**src/design/sfr_pkg.sv**
```systemverilog
// Purpose: Constants and types for the synchronous fault status recorder.
// Assumes: One clock, APB register access, fault reports from core-side logic.
// Notes: Offsets are byte addresses on a 12-bit APB address.
// Notes on behaviour
// - Alternate access with space identifier 8 or 9 counts as instruction fault.
// - Fault class: 1 invalid, 2 protection, 3 privilege, 5 bus error.
// - Level field holds walk level 0 to 3 of the fault.
// - Instruction-recorded faults store access kind 2 or 3.
// - Single data fault: overwrite 0, address valid 1, data access kinds.
// - Instruction after pending instruction fault overwrites and sets overwrite.
// - Data after pending instruction fault replaces it, overwrite stays 0.
// - Instruction after pending data fault leaves the record alone.
// - Walk bus error, reserved entry or level-3 pointer gives class 4.
// - Translation fault stores its walk level and sets address valid.
// - Instruction translation after instruction fault overwrites, overwrite 1.
// - Instruction fault cannot replace pending instruction translation fault.
// - Translation fault cannot replace pending instruction translation fault.
// - Data fault cannot replace pending instruction translation fault.
// - Instruction translation after data fault overwrites, overwrite 1.
// - Data translation after instruction fault recorded with overwrite 0.
// - Nothing replaces a pending data translation fault.
// - Reading the status register clears all fault status bits.
// - Reset clears the status fields.
package sfr_pkg;

  // ----------------------------------------
  // Register map
  // ----------------------------------------
  localparam logic [11:0] ADDR_STATUS = 12'h000;
  localparam logic [11:0] ADDR_FADDR = 12'h004;
  localparam logic [11:0] ADDR_CTRL = 12'h008;

  // ----------------------------------------
  // Status field positions
  // ----------------------------------------
  localparam int ST_OW_BIT = 0;
  localparam int ST_FAV_BIT = 1;
  localparam int ST_FT_LSB = 2;
  localparam int ST_AT_LSB = 5;
  localparam int ST_LVL_LSB = 8;
  localparam int ST_BE_BIT = 10;
  localparam int ST_TO_BIT = 11;
  localparam int ST_UC_BIT = 12;

  // ----------------------------------------
  // Control fields and reset values
  // ----------------------------------------
  localparam int CTRL_EN_BIT = 0;
  localparam int CTRL_STATE_LSB = 8;
  localparam logic CTRL_EN_RST = 1'b1;
  localparam logic [31:0] FADDR_RST = 32'h0000_0000;

  // ----------------------------------------
  // Codes
  // ----------------------------------------
  localparam logic [2:0] FT_NONE = 3'h0;
  localparam logic [2:0] FT_INVALID = 3'h1;
  localparam logic [2:0] FT_PROT = 3'h2;
  localparam logic [2:0] FT_PRIV = 3'h3;
  localparam logic [2:0] FT_XLAT = 3'h4;
  localparam logic [2:0] FT_BUS = 3'h5;
  localparam logic [1:0] ET_INVALID = 2'h0;
  localparam logic [1:0] ET_PTP = 2'h1;
  localparam logic [1:0] ET_RSVD = 2'h3;
  localparam logic [1:0] LVL_LAST = 2'h3;
  localparam logic [5:0] ASI_INSTR_USER = 6'h08;
  localparam logic [5:0] ASI_INSTR_SUPER = 6'h09;
  localparam logic [1:0] AT_INSTR_HI = 2'h1;

  // ----------------------------------------
  // Pending fault class
  // ----------------------------------------
  typedef enum logic [4:0] {
    SFR_IDLE = 5'h01,
    SFR_INSTR = 5'h02,
    SFR_DATA = 5'h04,
    SFR_TINSTR = 5'h08,
    SFR_TDATA = 5'h10
  } sfr_state_t;

endpackage

```
**src/design/sfr_fault_classify.sv**
```systemverilog
// Purpose: Picks the fault class code of one fault report by priority.
// Assumes: Inputs are stable in the cycle the report is valid.
// Notes: Translation beats invalid, privilege, protection, then bus error.
`timescale 1ns/10ps
module sfr_fault_classify (
  // Table walk result
  input wire logic tlb_hit,
  input wire logic [1:0] entry_kind_code,
  input wire logic [1:0] level,
  input wire logic walk_berr,
  // Access checks
  input wire logic prot_err,
  input wire logic priv_err,
  input wire logic uncorrectable_flag,
  input wire logic bus_expiry_flag,
  input wire logic bus_error_flag,
  // Result
  output logic [2:0] fault_class_code,
  output logic xlat
);

  logic table_pointer_entry;

  always_comb begin
    table_pointer_entry = !tlb_hit && (entry_kind_code == sfr_pkg::ET_PTP);
    xlat = walk_berr || (!tlb_hit && (entry_kind_code == sfr_pkg::ET_RSVD)) ||
           (table_pointer_entry && (level == sfr_pkg::LVL_LAST));
    if (xlat) begin
      fault_class_code = sfr_pkg::FT_XLAT;
    end else if (!tlb_hit && (entry_kind_code == sfr_pkg::ET_INVALID)) begin
      fault_class_code = sfr_pkg::FT_INVALID;
    end else if (priv_err) begin
      fault_class_code = sfr_pkg::FT_PRIV;
    end else if (prot_err) begin
      fault_class_code = sfr_pkg::FT_PROT;
    end else if (uncorrectable_flag || bus_expiry_flag || bus_error_flag) begin
      fault_class_code = sfr_pkg::FT_BUS;
    end else begin
      fault_class_code = sfr_pkg::FT_NONE;
    end
  end

endmodule // sfr_fault_classify

```
**src/design/sfr_recorder.sv**
```systemverilog
// Purpose: Records synchronous faults into status and address registers.
// Assumes: Fault reports come from logic on pclk; APB3 slave, no wait states.
// Notes: A status read clears in its setup cycle, so a fault in that cycle survives.
`timescale 1ns/10ps
module sfr_recorder (
  // Clock and reset
  input wire logic pclk,
  input wire logic presetn,
  // APB slave
  input wire logic psel,
  input wire logic penable,
  input wire logic pwrite,
  input wire logic [11:0] paddr,
  input wire logic [31:0] pwdata,
  output logic [31:0] prdata,
  output logic pready,
  output logic pslverr,
  // Fault report from the core side
  input wire logic flt_valid,
  input wire logic flt_data_acc,
  input wire logic flt_alt,
  input wire logic [5:0] flt_asi,
  input wire logic flt_store,
  input wire logic flt_super,
  input wire logic flt_ispace,
  input wire logic [31:0] flt_addr,
  // Walk and check results
  input wire logic flt_tlb_hit,
  input wire logic [1:0] flt_entry_kind,
  input wire logic [1:0] flt_level,
  input wire logic flt_walk_berr,
  input wire logic flt_prot,
  input wire logic flt_priv,
  input wire logic flt_uc,
  input wire logic flt_to,
  input wire logic flt_be,
  // Status towards the core
  output logic fault_pending
);

  // ----------------------------------------
  // State
  // ----------------------------------------
  typedef struct packed {
    sfr_pkg::sfr_state_t pend;
    logic pending;
    logic uncorrectable_flag;
    logic bus_expiry_flag;
    logic bus_error_flag;
    logic [2:0] fault_class_code;
    logic addr_valid_flag;
    logic fault_overwrite_flag;
    logic [2:0] access_kind_code;
    logic [1:0] level;
    logic [31:0] fault_address_reg;
    logic enable;
    logic [31:0] prdata;
    logic pready;
    logic pslverr;
  } sfr_regs_t;

  sfr_regs_t st_q;
  sfr_regs_t st_d;

  logic [2:0] new_ft;
  logic new_xlat;
  logic is_instr;
  logic fault_in;
  logic rd_clr;
  logic wr;
  logic new_ow;
  logic [2:0] new_at;
  sfr_pkg::sfr_state_t cls;
  sfr_pkg::sfr_state_t base;
  logic setup;

  // ----------------------------------------
  // Fault classification
  // ----------------------------------------
  sfr_fault_classify u_classify (
    .tlb_hit(flt_tlb_hit),
    .entry_kind_code(flt_entry_kind),
    .level(flt_level),
    .walk_berr(flt_walk_berr),
    .prot_err(flt_prot),
    .priv_err(flt_priv),
    .uncorrectable_flag(flt_uc),
    .bus_expiry_flag(flt_to),
    .bus_error_flag(flt_be),
    .fault_class_code(new_ft),
    .xlat(new_xlat)
  );

  // ----------------------------------------
  // Next state
  // ----------------------------------------
  always_comb begin
    st_d = st_q;
    setup = psel && !penable;
    is_instr = !flt_data_acc || (flt_alt &&
               ((flt_asi == sfr_pkg::ASI_INSTR_USER) ||
                (flt_asi == sfr_pkg::ASI_INSTR_SUPER)));
    if (is_instr) begin
      new_at = {1'b0, sfr_pkg::AT_INSTR_HI[0], flt_super};
    end else begin
      new_at = {flt_store, flt_store && flt_ispace, flt_super};
    end
    if (new_xlat) begin
      cls = is_instr ? sfr_pkg::SFR_TINSTR : sfr_pkg::SFR_TDATA;
    end else begin
      cls = is_instr ? sfr_pkg::SFR_INSTR : sfr_pkg::SFR_DATA;
    end
    fault_in = flt_valid && st_q.enable && (new_ft != sfr_pkg::FT_NONE);
    rd_clr = setup && !pwrite && (paddr == sfr_pkg::ADDR_STATUS);
    // A read in the same cycle as a new fault sees the old record;
    // the new fault is then taken as a single fault so it is not lost.
    base = rd_clr ? sfr_pkg::SFR_IDLE : st_q.pend;
    wr = 1'b0;
    new_ow = 1'b0;
    if (rd_clr) begin
      st_d.pend = sfr_pkg::SFR_IDLE;
      st_d.pending = 1'b0;
      st_d.uncorrectable_flag = 1'b0;
      st_d.bus_expiry_flag = 1'b0;
      st_d.bus_error_flag = 1'b0;
      st_d.fault_class_code = sfr_pkg::FT_NONE;
      st_d.addr_valid_flag = 1'b0;
      st_d.fault_overwrite_flag = 1'b0;
      st_d.access_kind_code = 3'h0;
      st_d.level = 2'h0;
    end
    if (fault_in) begin
      case (base)
        sfr_pkg::SFR_IDLE: begin
          wr = 1'b1;
          new_ow = 1'b0;
        end
        sfr_pkg::SFR_INSTR: begin
          wr = 1'b1;
          new_ow = (cls == sfr_pkg::SFR_INSTR) ||
                   (cls == sfr_pkg::SFR_TINSTR);
        end
        sfr_pkg::SFR_DATA: begin
          // Data after data cannot come from the core; treated as overwrite
          wr = (cls != sfr_pkg::SFR_INSTR);
          new_ow = 1'b1;
        end
        sfr_pkg::SFR_TINSTR: begin
          wr = 1'b0;
        end
        sfr_pkg::SFR_TDATA: begin
          wr = 1'b0;
        end
        default: begin
          wr = 1'b0;
        end
      endcase
    end
    if (wr) begin
      st_d.pend = cls;
      st_d.pending = 1'b1;
      st_d.uncorrectable_flag = flt_uc;
      st_d.bus_expiry_flag = flt_to;
      st_d.bus_error_flag = flt_be;
      st_d.fault_class_code = new_ft;
      st_d.addr_valid_flag = 1'b1;
      st_d.fault_overwrite_flag = new_ow;
      st_d.access_kind_code = new_at;
      st_d.level = flt_level;
      st_d.fault_address_reg = flt_addr;
    end
    // APB: answer prepared in setup, pready shown in the access cycle
    st_d.pready = setup;
    if (setup) begin
      st_d.prdata = 32'h0000_0000;
      st_d.pslverr = 1'b0;
      case (paddr)
        sfr_pkg::ADDR_STATUS: begin
          st_d.prdata[sfr_pkg::ST_OW_BIT] = st_q.fault_overwrite_flag;
          st_d.prdata[sfr_pkg::ST_FAV_BIT] = st_q.addr_valid_flag;
          st_d.prdata[sfr_pkg::ST_FT_LSB +: 3] = st_q.fault_class_code;
          st_d.prdata[sfr_pkg::ST_AT_LSB +: 3] = st_q.access_kind_code;
          st_d.prdata[sfr_pkg::ST_LVL_LSB +: 2] = st_q.level;
          st_d.prdata[sfr_pkg::ST_BE_BIT] = st_q.bus_error_flag;
          st_d.prdata[sfr_pkg::ST_TO_BIT] = st_q.bus_expiry_flag;
          st_d.prdata[sfr_pkg::ST_UC_BIT] = st_q.uncorrectable_flag;
        end
        sfr_pkg::ADDR_FADDR: begin
          st_d.prdata = st_q.fault_address_reg;
        end
        sfr_pkg::ADDR_CTRL: begin
          st_d.prdata[sfr_pkg::CTRL_EN_BIT] = st_q.enable;
          st_d.prdata[sfr_pkg::CTRL_STATE_LSB +: 5] = st_q.pend;
        end
        default: begin
          st_d.pslverr = 1'b1;
        end
      endcase
    end
    if (psel && penable && st_q.pready && pwrite &&
        (paddr == sfr_pkg::ADDR_CTRL)) begin
      st_d.enable = pwdata[sfr_pkg::CTRL_EN_BIT];
    end
  end

  // ----------------------------------------
  // Registers
  // ----------------------------------------
  always_ff @(posedge pclk or negedge presetn) begin
    if (!presetn) begin
      st_q.pend <= sfr_pkg::SFR_IDLE;
      st_q.pending <= 1'b0;
      st_q.uncorrectable_flag <= 1'b0;
      st_q.bus_expiry_flag <= 1'b0;
      st_q.bus_error_flag <= 1'b0;
      st_q.fault_class_code <= sfr_pkg::FT_NONE;
      st_q.addr_valid_flag <= 1'b0;
      st_q.fault_overwrite_flag <= 1'b0;
      st_q.access_kind_code <= 3'h0;
      st_q.level <= 2'h0;
      st_q.fault_address_reg <= sfr_pkg::FADDR_RST;
      st_q.enable <= sfr_pkg::CTRL_EN_RST;
      st_q.prdata <= 32'h0000_0000;
      st_q.pready <= 1'b0;
      st_q.pslverr <= 1'b0;
    end else begin
      st_q <= st_d;
    end
  end

  assign prdata = st_q.prdata;
  assign pready = st_q.pready;
  assign pslverr = st_q.pslverr;
  assign fault_pending = st_q.pending;
endmodule // sfr_recorder

```
**config.mk**
```make
export PLATFORM = sky130hd
export DESIGN_NAME = sfr_recorder
export DESIGN_NICKNAME = d
export VERILOG_FILES = /design/src/design/sfr_pkg.sv /design/src/design/sfr_fault_classify.sv /design/src/design/sfr_recorder.sv
export SDC_FILE = /design/constraint.sdc
export NUM_CORES = 1
export LEC_CHECK = 0
export BUFFER_PORTS_ARGS = -buffer_cell sky130_fd_sc_hd__buf_2
export CELL_PAD_IN_SITES_DETAIL_PLACEMENT = 1
export CELL_PAD_IN_SITES_GLOBAL_PLACEMENT = 1
export CORE_MARGIN = 8
export CORE_UTILIZATION = 42
export DETAILED_ROUTE_END_ITERATION = 10
export GPL_TIMING_DRIVEN = 1
export HOLD_SLACK_MARGIN = 0.05
export PLACE_DENSITY = 0.87
export SLEW_MARGIN = 5
export SYNTH_ARGS = -nofsm -noshare
export SYNTH_HDL_FRONTEND = slang
export SYNTH_SLANG_ARGS = --single-unit
```
**constraint.sdc**
```tcl
create_clock -name pclk -period 5.9 [get_ports pclk]
set_clock_uncertainty 0.15 [all_clocks]
set_input_delay 0.295 -clock pclk [delete_from_list [all_inputs] [get_ports pclk]]
set_output_delay 0.295 -clock pclk [all_outputs]
set_load 0.005 [all_outputs]
```
==> flow_summary.toml, run 1 <==
[outcome]
status = "completed"

[sta]
period_needed_ns = 2.93
hold_viol_final = 0
finalSetupViolCount = 0
finalCritPeriodShare = 0.497
slew_viol_final = 0
slew_headroom = 0.279
tns_ns = 0
rsz0062_at_grt = "false"
fmax_mhz = 341
worstMarginPinSlew_ns = 1.08

[run]
drv_cap = 0

[synth]
synth_compound_area_frac = 0.139
ys_seq_area_frac = 0.532
yosys.area_share.simple = 0.0741
synth_top_family_by_area = "multiplexers"
synth-main-ff-cell = "dfrtp_1"
synthMuxAreaShare = 0.157
synthXorXnorAreaFrac = 0.00219
postSynth.asyncResetShare = 1.00
synth_top_cell_area_share = 0.519
synth.largest_area_cell = "dfrtp_1"
syn_area_um2 = 4000
synth_cell_type_count = 46
synth_nets = 406
synthAdderAreaFrac = 0
synth_cells = 302
ys_ff_latch = 85
synth_edf_count = 0
avgSynthCellArea_um2 = 13.2
synth.area.top_cells = "dfrtp_1 52%, mux2_4 12%, a22o_1 7.0%"
yosys_warnings = 0

[grt]
grt_max_degree = 86
grt_use_met3 = 0.0317
grt-ovfl-total = 0
grt_pass1_wl_mm = 16.9
grt_busiest_layer = "met2"
use_met2 = 0.293
met1_usage = 0.192
first_global_vias = 3186
gr-usage-all-layers = 0.165
antenna_found_initial = 0

[power]
peakVddDrop_mv = 0.0926
clkPwrFrac = 0.385
p_int_mw = 0.831
power_leakage_nw = 2.47
powerDensity_nw_per_um2 = 220
switchingPower_mw = 0.248
power_frac_comb = 0.074
power_frac_seq = 0.540
netSwitchingFraction = 0.230

[placed_design]
dpl_cell_area_um2 = 4320
gp_congestion = 0.772
numPortBuffers = 106
dp_cells = 491
dp_hpwl_mm = 6.92

[cts]
ctsResizeCount = 0
cts-root-buf = "clkbuf_8"
insertion_delay_ns = 0.34
cts_tree = "yes"
cts_sinks = 85
cts_made_buffers = 9
htreeDepth = 3
clk_pin_slew_ns = 0.09
clk_path_buf_depth = 2

[floorplanning]
pin_count = 139
die_h_um = 114
rows = 35
die_area_um2 = 12900
core_um2 = 9240
start_util = 0.433
dieWidth_um = 114

[route]
dr.pass1.iters = 4
wl_per_cell_um = 19.1
drc = 0
routed_wl_mm = 10.4
drtIter0Drc = 76
dr_total_vias = 2813
drtAntennaViolNets = 0
vias_per_cell = 5.16

[layout]
final_area_um2 = 4910
n_antenna_cell = 0
fin_cells = 545
area_growth_pct = 22.6
drive_above_1_share = 0.399
fin_nets = 515
nFillCells = 959

[worst_setup_path]
r2r_cells = 5
worstPathArrival_ns = 3.05
r2r_setup_slack_ns = 3.32
cp_data_required_time_ns = 6.02
crit-reg2reg-launch = "st_q[81]"
startpoint_type = "input pin"
reg2reg_to = "st_q[35]"
crit_path_end_kind = "register"
cp_max_fo = 13
critPathKind = "in -> reg"

[hold_path]
hold_class = "in -> reg"
holdPathStages = 2
min-delay-start = "flt_store"
whs_endpoint = "st_q[71]"
[cell families after synthesis]
group / after synthesis
AO/OA/AOI/OAI: 70
buffers and inverters: 49
multiplexers: 47
AND/OR/NAND/NOR: 50
flip-flops: 85
XOR/XNOR: 1
[power groups by stage]
stage | Clock [mW] | Combinational (mW) | Sequential [mW]
CTS | 0.431 | 0.0805 | 0.583
global route | 0.447 | 0.0883 | 0.583
finish | 0.416 | 0.0801 | 0.583
floorplan | 0 | 0.0185 | 0.594
detailed placement | 0 | 0.0609 | 0.594
global placement | 0 | 0.0588 | 0.594
[repair_timing]
item	in CTS	in global routing
hold buffers	38	0
setup buffers	0	0
hold endpoints to repair	120	0
[cells in the final DEF, fill, tap and decap left out, types with 2 or more instances in the layout]
master and count:
buf_2 105, dfrtp_1 83, dlygate4sd3_1 38, a22o_1 32
mux2_4 31, nand2_1 22, o21ai_0 16, mux2i_1 14
clkbuf_8 10, o2bb2ai_1 4, nor2_1 4, inv_1 3
nor4_1 3, or4_1 3, nor2b_1 3, nor3_1 3
o21a_1 2, or3_1 2, o31ai_1 2, a21oi_1 2
o211ai_1 2, a32o_1 2, mux2_2 2, clkinv_4 2
dfstp_2 2
[per-stage QoR]
| step | total power [mW] | hold WS [ns] | setup WS, ns | utilization |
|---|---|---|---|---|
| after floorplan | 0.613 | -0.151 | 3.72 | - |
| after global placement | 0.653 | 0.313 | 2.94 | 0.468 |
| after detailed placement | 0.655 | 0.318 | 2.87 | 0.468 |
| after CTS | 1.09 | 0.0534 | 2.97 | 0.531 |
| after global routing | 1.12 | 0.0602 | 2.68 | 0.531 |
| final | 1.08 | 0.0711 | 2.97 | 0.531 |
[routing by layer]
metal / vias up / routed length, µm
met5: - / 0
met4: 0 / 172
met3: 19 / 384
met2: 81 / 5420
met1: 1426 / 4420
li1: 1287 / -
[how the worst max path moves through the flow]
stage / startpoint / end / slack (ns) / cells past startpoint
final: flt_level[1] / st_q[76] / 2.97 / 7
after global routing: flt_be / st_q[76] / 2.68 / 7
after CTS: flt_be / st_q[76] / 2.97 / 7
after detailed placement: penable / st_q[35] / 2.87 / 6
after global placement: penable / st_q[35] / 2.94 / 6
after floorplan: paddr[11] / st_q[36] / 3.72 / 6
[critical path, cell delays in order]
cell and delay [ns]:
dlygate4sd3_1 0.54, buf_2 0.13, a211o_1 0.30, o21ai_0 0.27
a31oi_1 0.33, a21oi_1 0.90, a22o_1 0.27
[cells in the mapped netlist (2+ instances only)]
cell type  count
o2bb2ai_1      4
buf_2          2
or4_1          3
o21a_1         2
or3_1          2
o21ai_0       16
a21oi_1        2
mux2_2         2
nor3_1         3
inv_1          3
a22o_1        32
nand2_1       22
nor2_1         4
buf_6          3
clkbuf_1       4
buf_4         33
mux2i_1       14
o211ai_1       2
a32o_1         2
dfstp_2        2
nor2b_1        3
nor4_1         3
o31ai_1        2
mux2_4        31
dfrtp_1       83
buf_12         3
[cell type report]
class                           count  area, µm²  share of cell area
Sequential cell                    85       2130               0.434
Multi-Input combinational cell    168       1490               0.303
Timing Repair Buffer              144        913               0.186
Tap cell                          129        161              0.0329
Clock buffer                       11        141              0.0288
Clock inverter                      5       60.1              0.0122
Inverter                            3       11.3             0.00230
[sequential cells by signal, indices dropped and copies added, names as in the netlist]
| register | flops |
|---|---|
| pready | 1 |
| prdata | 32 |
| fault_pending | 1 |
| st_q | 50 |
| pslverr | 1 |
No activity file was read; power rests on OpenSTA's default activity.
==> inputs of run 2 (changes only) <==
Settings changed: CORE_UTILIZATION 42 to 35, PLACE_DENSITY 0.87 to 0.77.
Clock period 5.9 ns to 2.39 ns, I/O delays scaled along.
==> flow_summary.toml, run 2 (synthesis gave the netlist of run 1 again) <==
[outcome]
status = "completed"

[power]
power_frac_comb = 0.069
netSwitchingFraction = 0.204
power_frac_seq = 0.459
switchingPower_mw = 0.639
powerDensity_nw_per_um2 = 598
clkPwrFrac = 0.471
peakVddDrop_mv = 0.289
power_leakage_nw = 2.62
p_int_mw = 2.50

[worst_setup_path]
cp_data_required_time_ns = 2.45
max_stage_delay_ns = 0.53
slowest_stage = "dlygate4sd3_1"
critPathKind = "in -> reg"
worstPathArrival_ns = 2.37
startpoint_type = "input pin"
cp_max_fo = 23
crit_path_end_kind = "register"
crit_chain = "dlygate4sd3_1 > buf_2 > or3_1 > a211oi_2 > a31oi_1 > o21a_4 > buf_12 > mux2_4"
r2r_cells = 6

[floorplanning]
dieWidth_um = 123
core_um2 = 11300
die_area_um2 = 15100
die_h_um = 123
rows = 39
start_util = 0.355
pin_count = 139

[route]
routed_wl_mm = 10.6
drtAntennaViolNets = 0
drc = 0
drtIter0Drc = 124
wl_per_cell_um = 18.3
dr.pass1.iters = 4
dr_total_vias = 2855
vias_per_cell = 4.94

[sta]
fin_ws_ns = 0.0774
worstMarginPinSlew_ns = 0.627
finalCritPeriodShare = 0.968
slew_headroom = 0.582
fmax_mhz = 432
rsz0062_at_grt = "false"
finalSetupViolCount = 0
slew_viol_final = 0
tns_ns = 0
period_needed_ns = 2.31
hold_viol_final = 0

[placed_design]
numPortBuffers = 106
gp_congestion = 0.783
pre_cts_slack_ns = 0.120
dp_hpwl_mm = 7.30
dp_cells = 516

[layout]
mostFrequentLayoutCells = "105 x buf_2, 83 x dfrtp_1, 46 x dlygate4sd3_1"
largest_register_ffs = 50
reg_top3 = "st_q (50), prdata (32)"
n_antenna_cell = 0
fin_cells = 578
layout_commonest_cell = "buf_2"
drive_above_1_share = 0.407
regMostFlops = "st_q"
fin_nets = 534
final_util = 0.465
area_growth_pct = 31.2

[hold_path]
hold_class = "in -> reg"
holdPathStages = 4

[cts]
htreeDepth = 3
cts_sinks = 85
clk_pin_slew_ns = 0.06
cts_tree = "yes"
insertion_delay_ns = 0.33
clk_path_buf_depth = 2
cts-root-buf = "clkbuf_16"
cts_made_buffers = 9

[grt]
gr-usage-all-layers = 0.146
grt_max_degree = 47
grt-ovfl-total = 0
grt_pass1_wl_mm = 17.2
first_global_vias = 3321
antenna_found_initial = 0

[run]
drv_cap = 0
## run 2: cell count changes in the layout (fill, tap and decap cells not counted)
cell,change
a211oi_1,-1
a211oi_2,+1
buf_12,+3
buf_4,+8
bufinv_16,+1
clkbuf_1,+1
clkbuf_16,+9
clkbuf_8,-9
clkinv_4,-2
dlygate4sd3_1,+8
## run 2: metrics by stage
step / power (mW) / hold slack, ns / instance area [µm²]
2_1_floorplan: 1.51 / -0.326 / 4000
3_3_place_gp: 1.62 / 0.0139 / 4460
3_5_place_dp: 1.63 / 0.0249 / 4460
4_1_cts: 3.18 / 0.0658 / 5240
5_1_grt: 3.26 / 0.0653 / 5250
6_report: 3.14 / 0.0690 / 5250
## run 2: path summary, 6_finish.rpt
kind | from | to | slack [ns]
max in group asynchronous | presetn | st_q[48] | 1.25
min in group asynchronous | presetn | st_q[70] | 0.20
min | flt_priv | st_q[74] | 0.07
max | flt_be | st_q[57] | 0.08
min reg2reg | prdata[5] | prdata[5] | 0.33
max reg2reg | st_q[81] | st_q[57] | 0.12
## run 2: power groups by stage
stage          Clock (mW)  Combinational, mW  Sequential [mW]
4_1_cts              1.52              0.219             1.44
3_5_place_dp            0              0.160             1.47
2_1_floorplan           0             0.0458             1.47
6_report             1.48              0.218             1.44
3_3_place_gp            0              0.156             1.47
5_1_grt              1.58              0.241             1.44
## run 2: timing repair
action                                 4_1_cts  5_1_grt
setup endpoints to repair                    0       32
hold buffers                                46        0
resized for setup                            0        1
endpoints found under the hold margin       91        0
setup buffers                                0        0
## run 2: worst max-delay path, delay by kind of cell
kind                   cells  cell delay [ns]
AOI/OAI and AO/OA          3             0.74
muxes                      1             0.31
buffers and inverters      3             0.85
and+or+nand+nor            1             0.33
## run 2: routing by layer
layer / GRT usage / vias up / share of wire
met3: 0.0374 / 8 / 0.052
met4: 0.0526 / 0 / 0.0086
met1: 0.175 / 1449 / 0.43
met5: 0 / - / 0
met2: 0.248 / 68 / 0.51
li1: - / 1330 / -
## run 2: area by class of cell
| cell class | count | area, µm² |
|---|---|---|
| Fill cell | 1197 | 6030 |
| Sequential cell | 85 | 2130 |
| Multi-Input combinational cell | 168 | 1490 |
| Timing Repair Buffer | 163 | 1110 |
| Clock buffer | 12 | 246 |
| Tap cell | 143 | 179 |
| Clock inverter | 4 | 72.6 |
| Inverter | 3 | 11.3 |
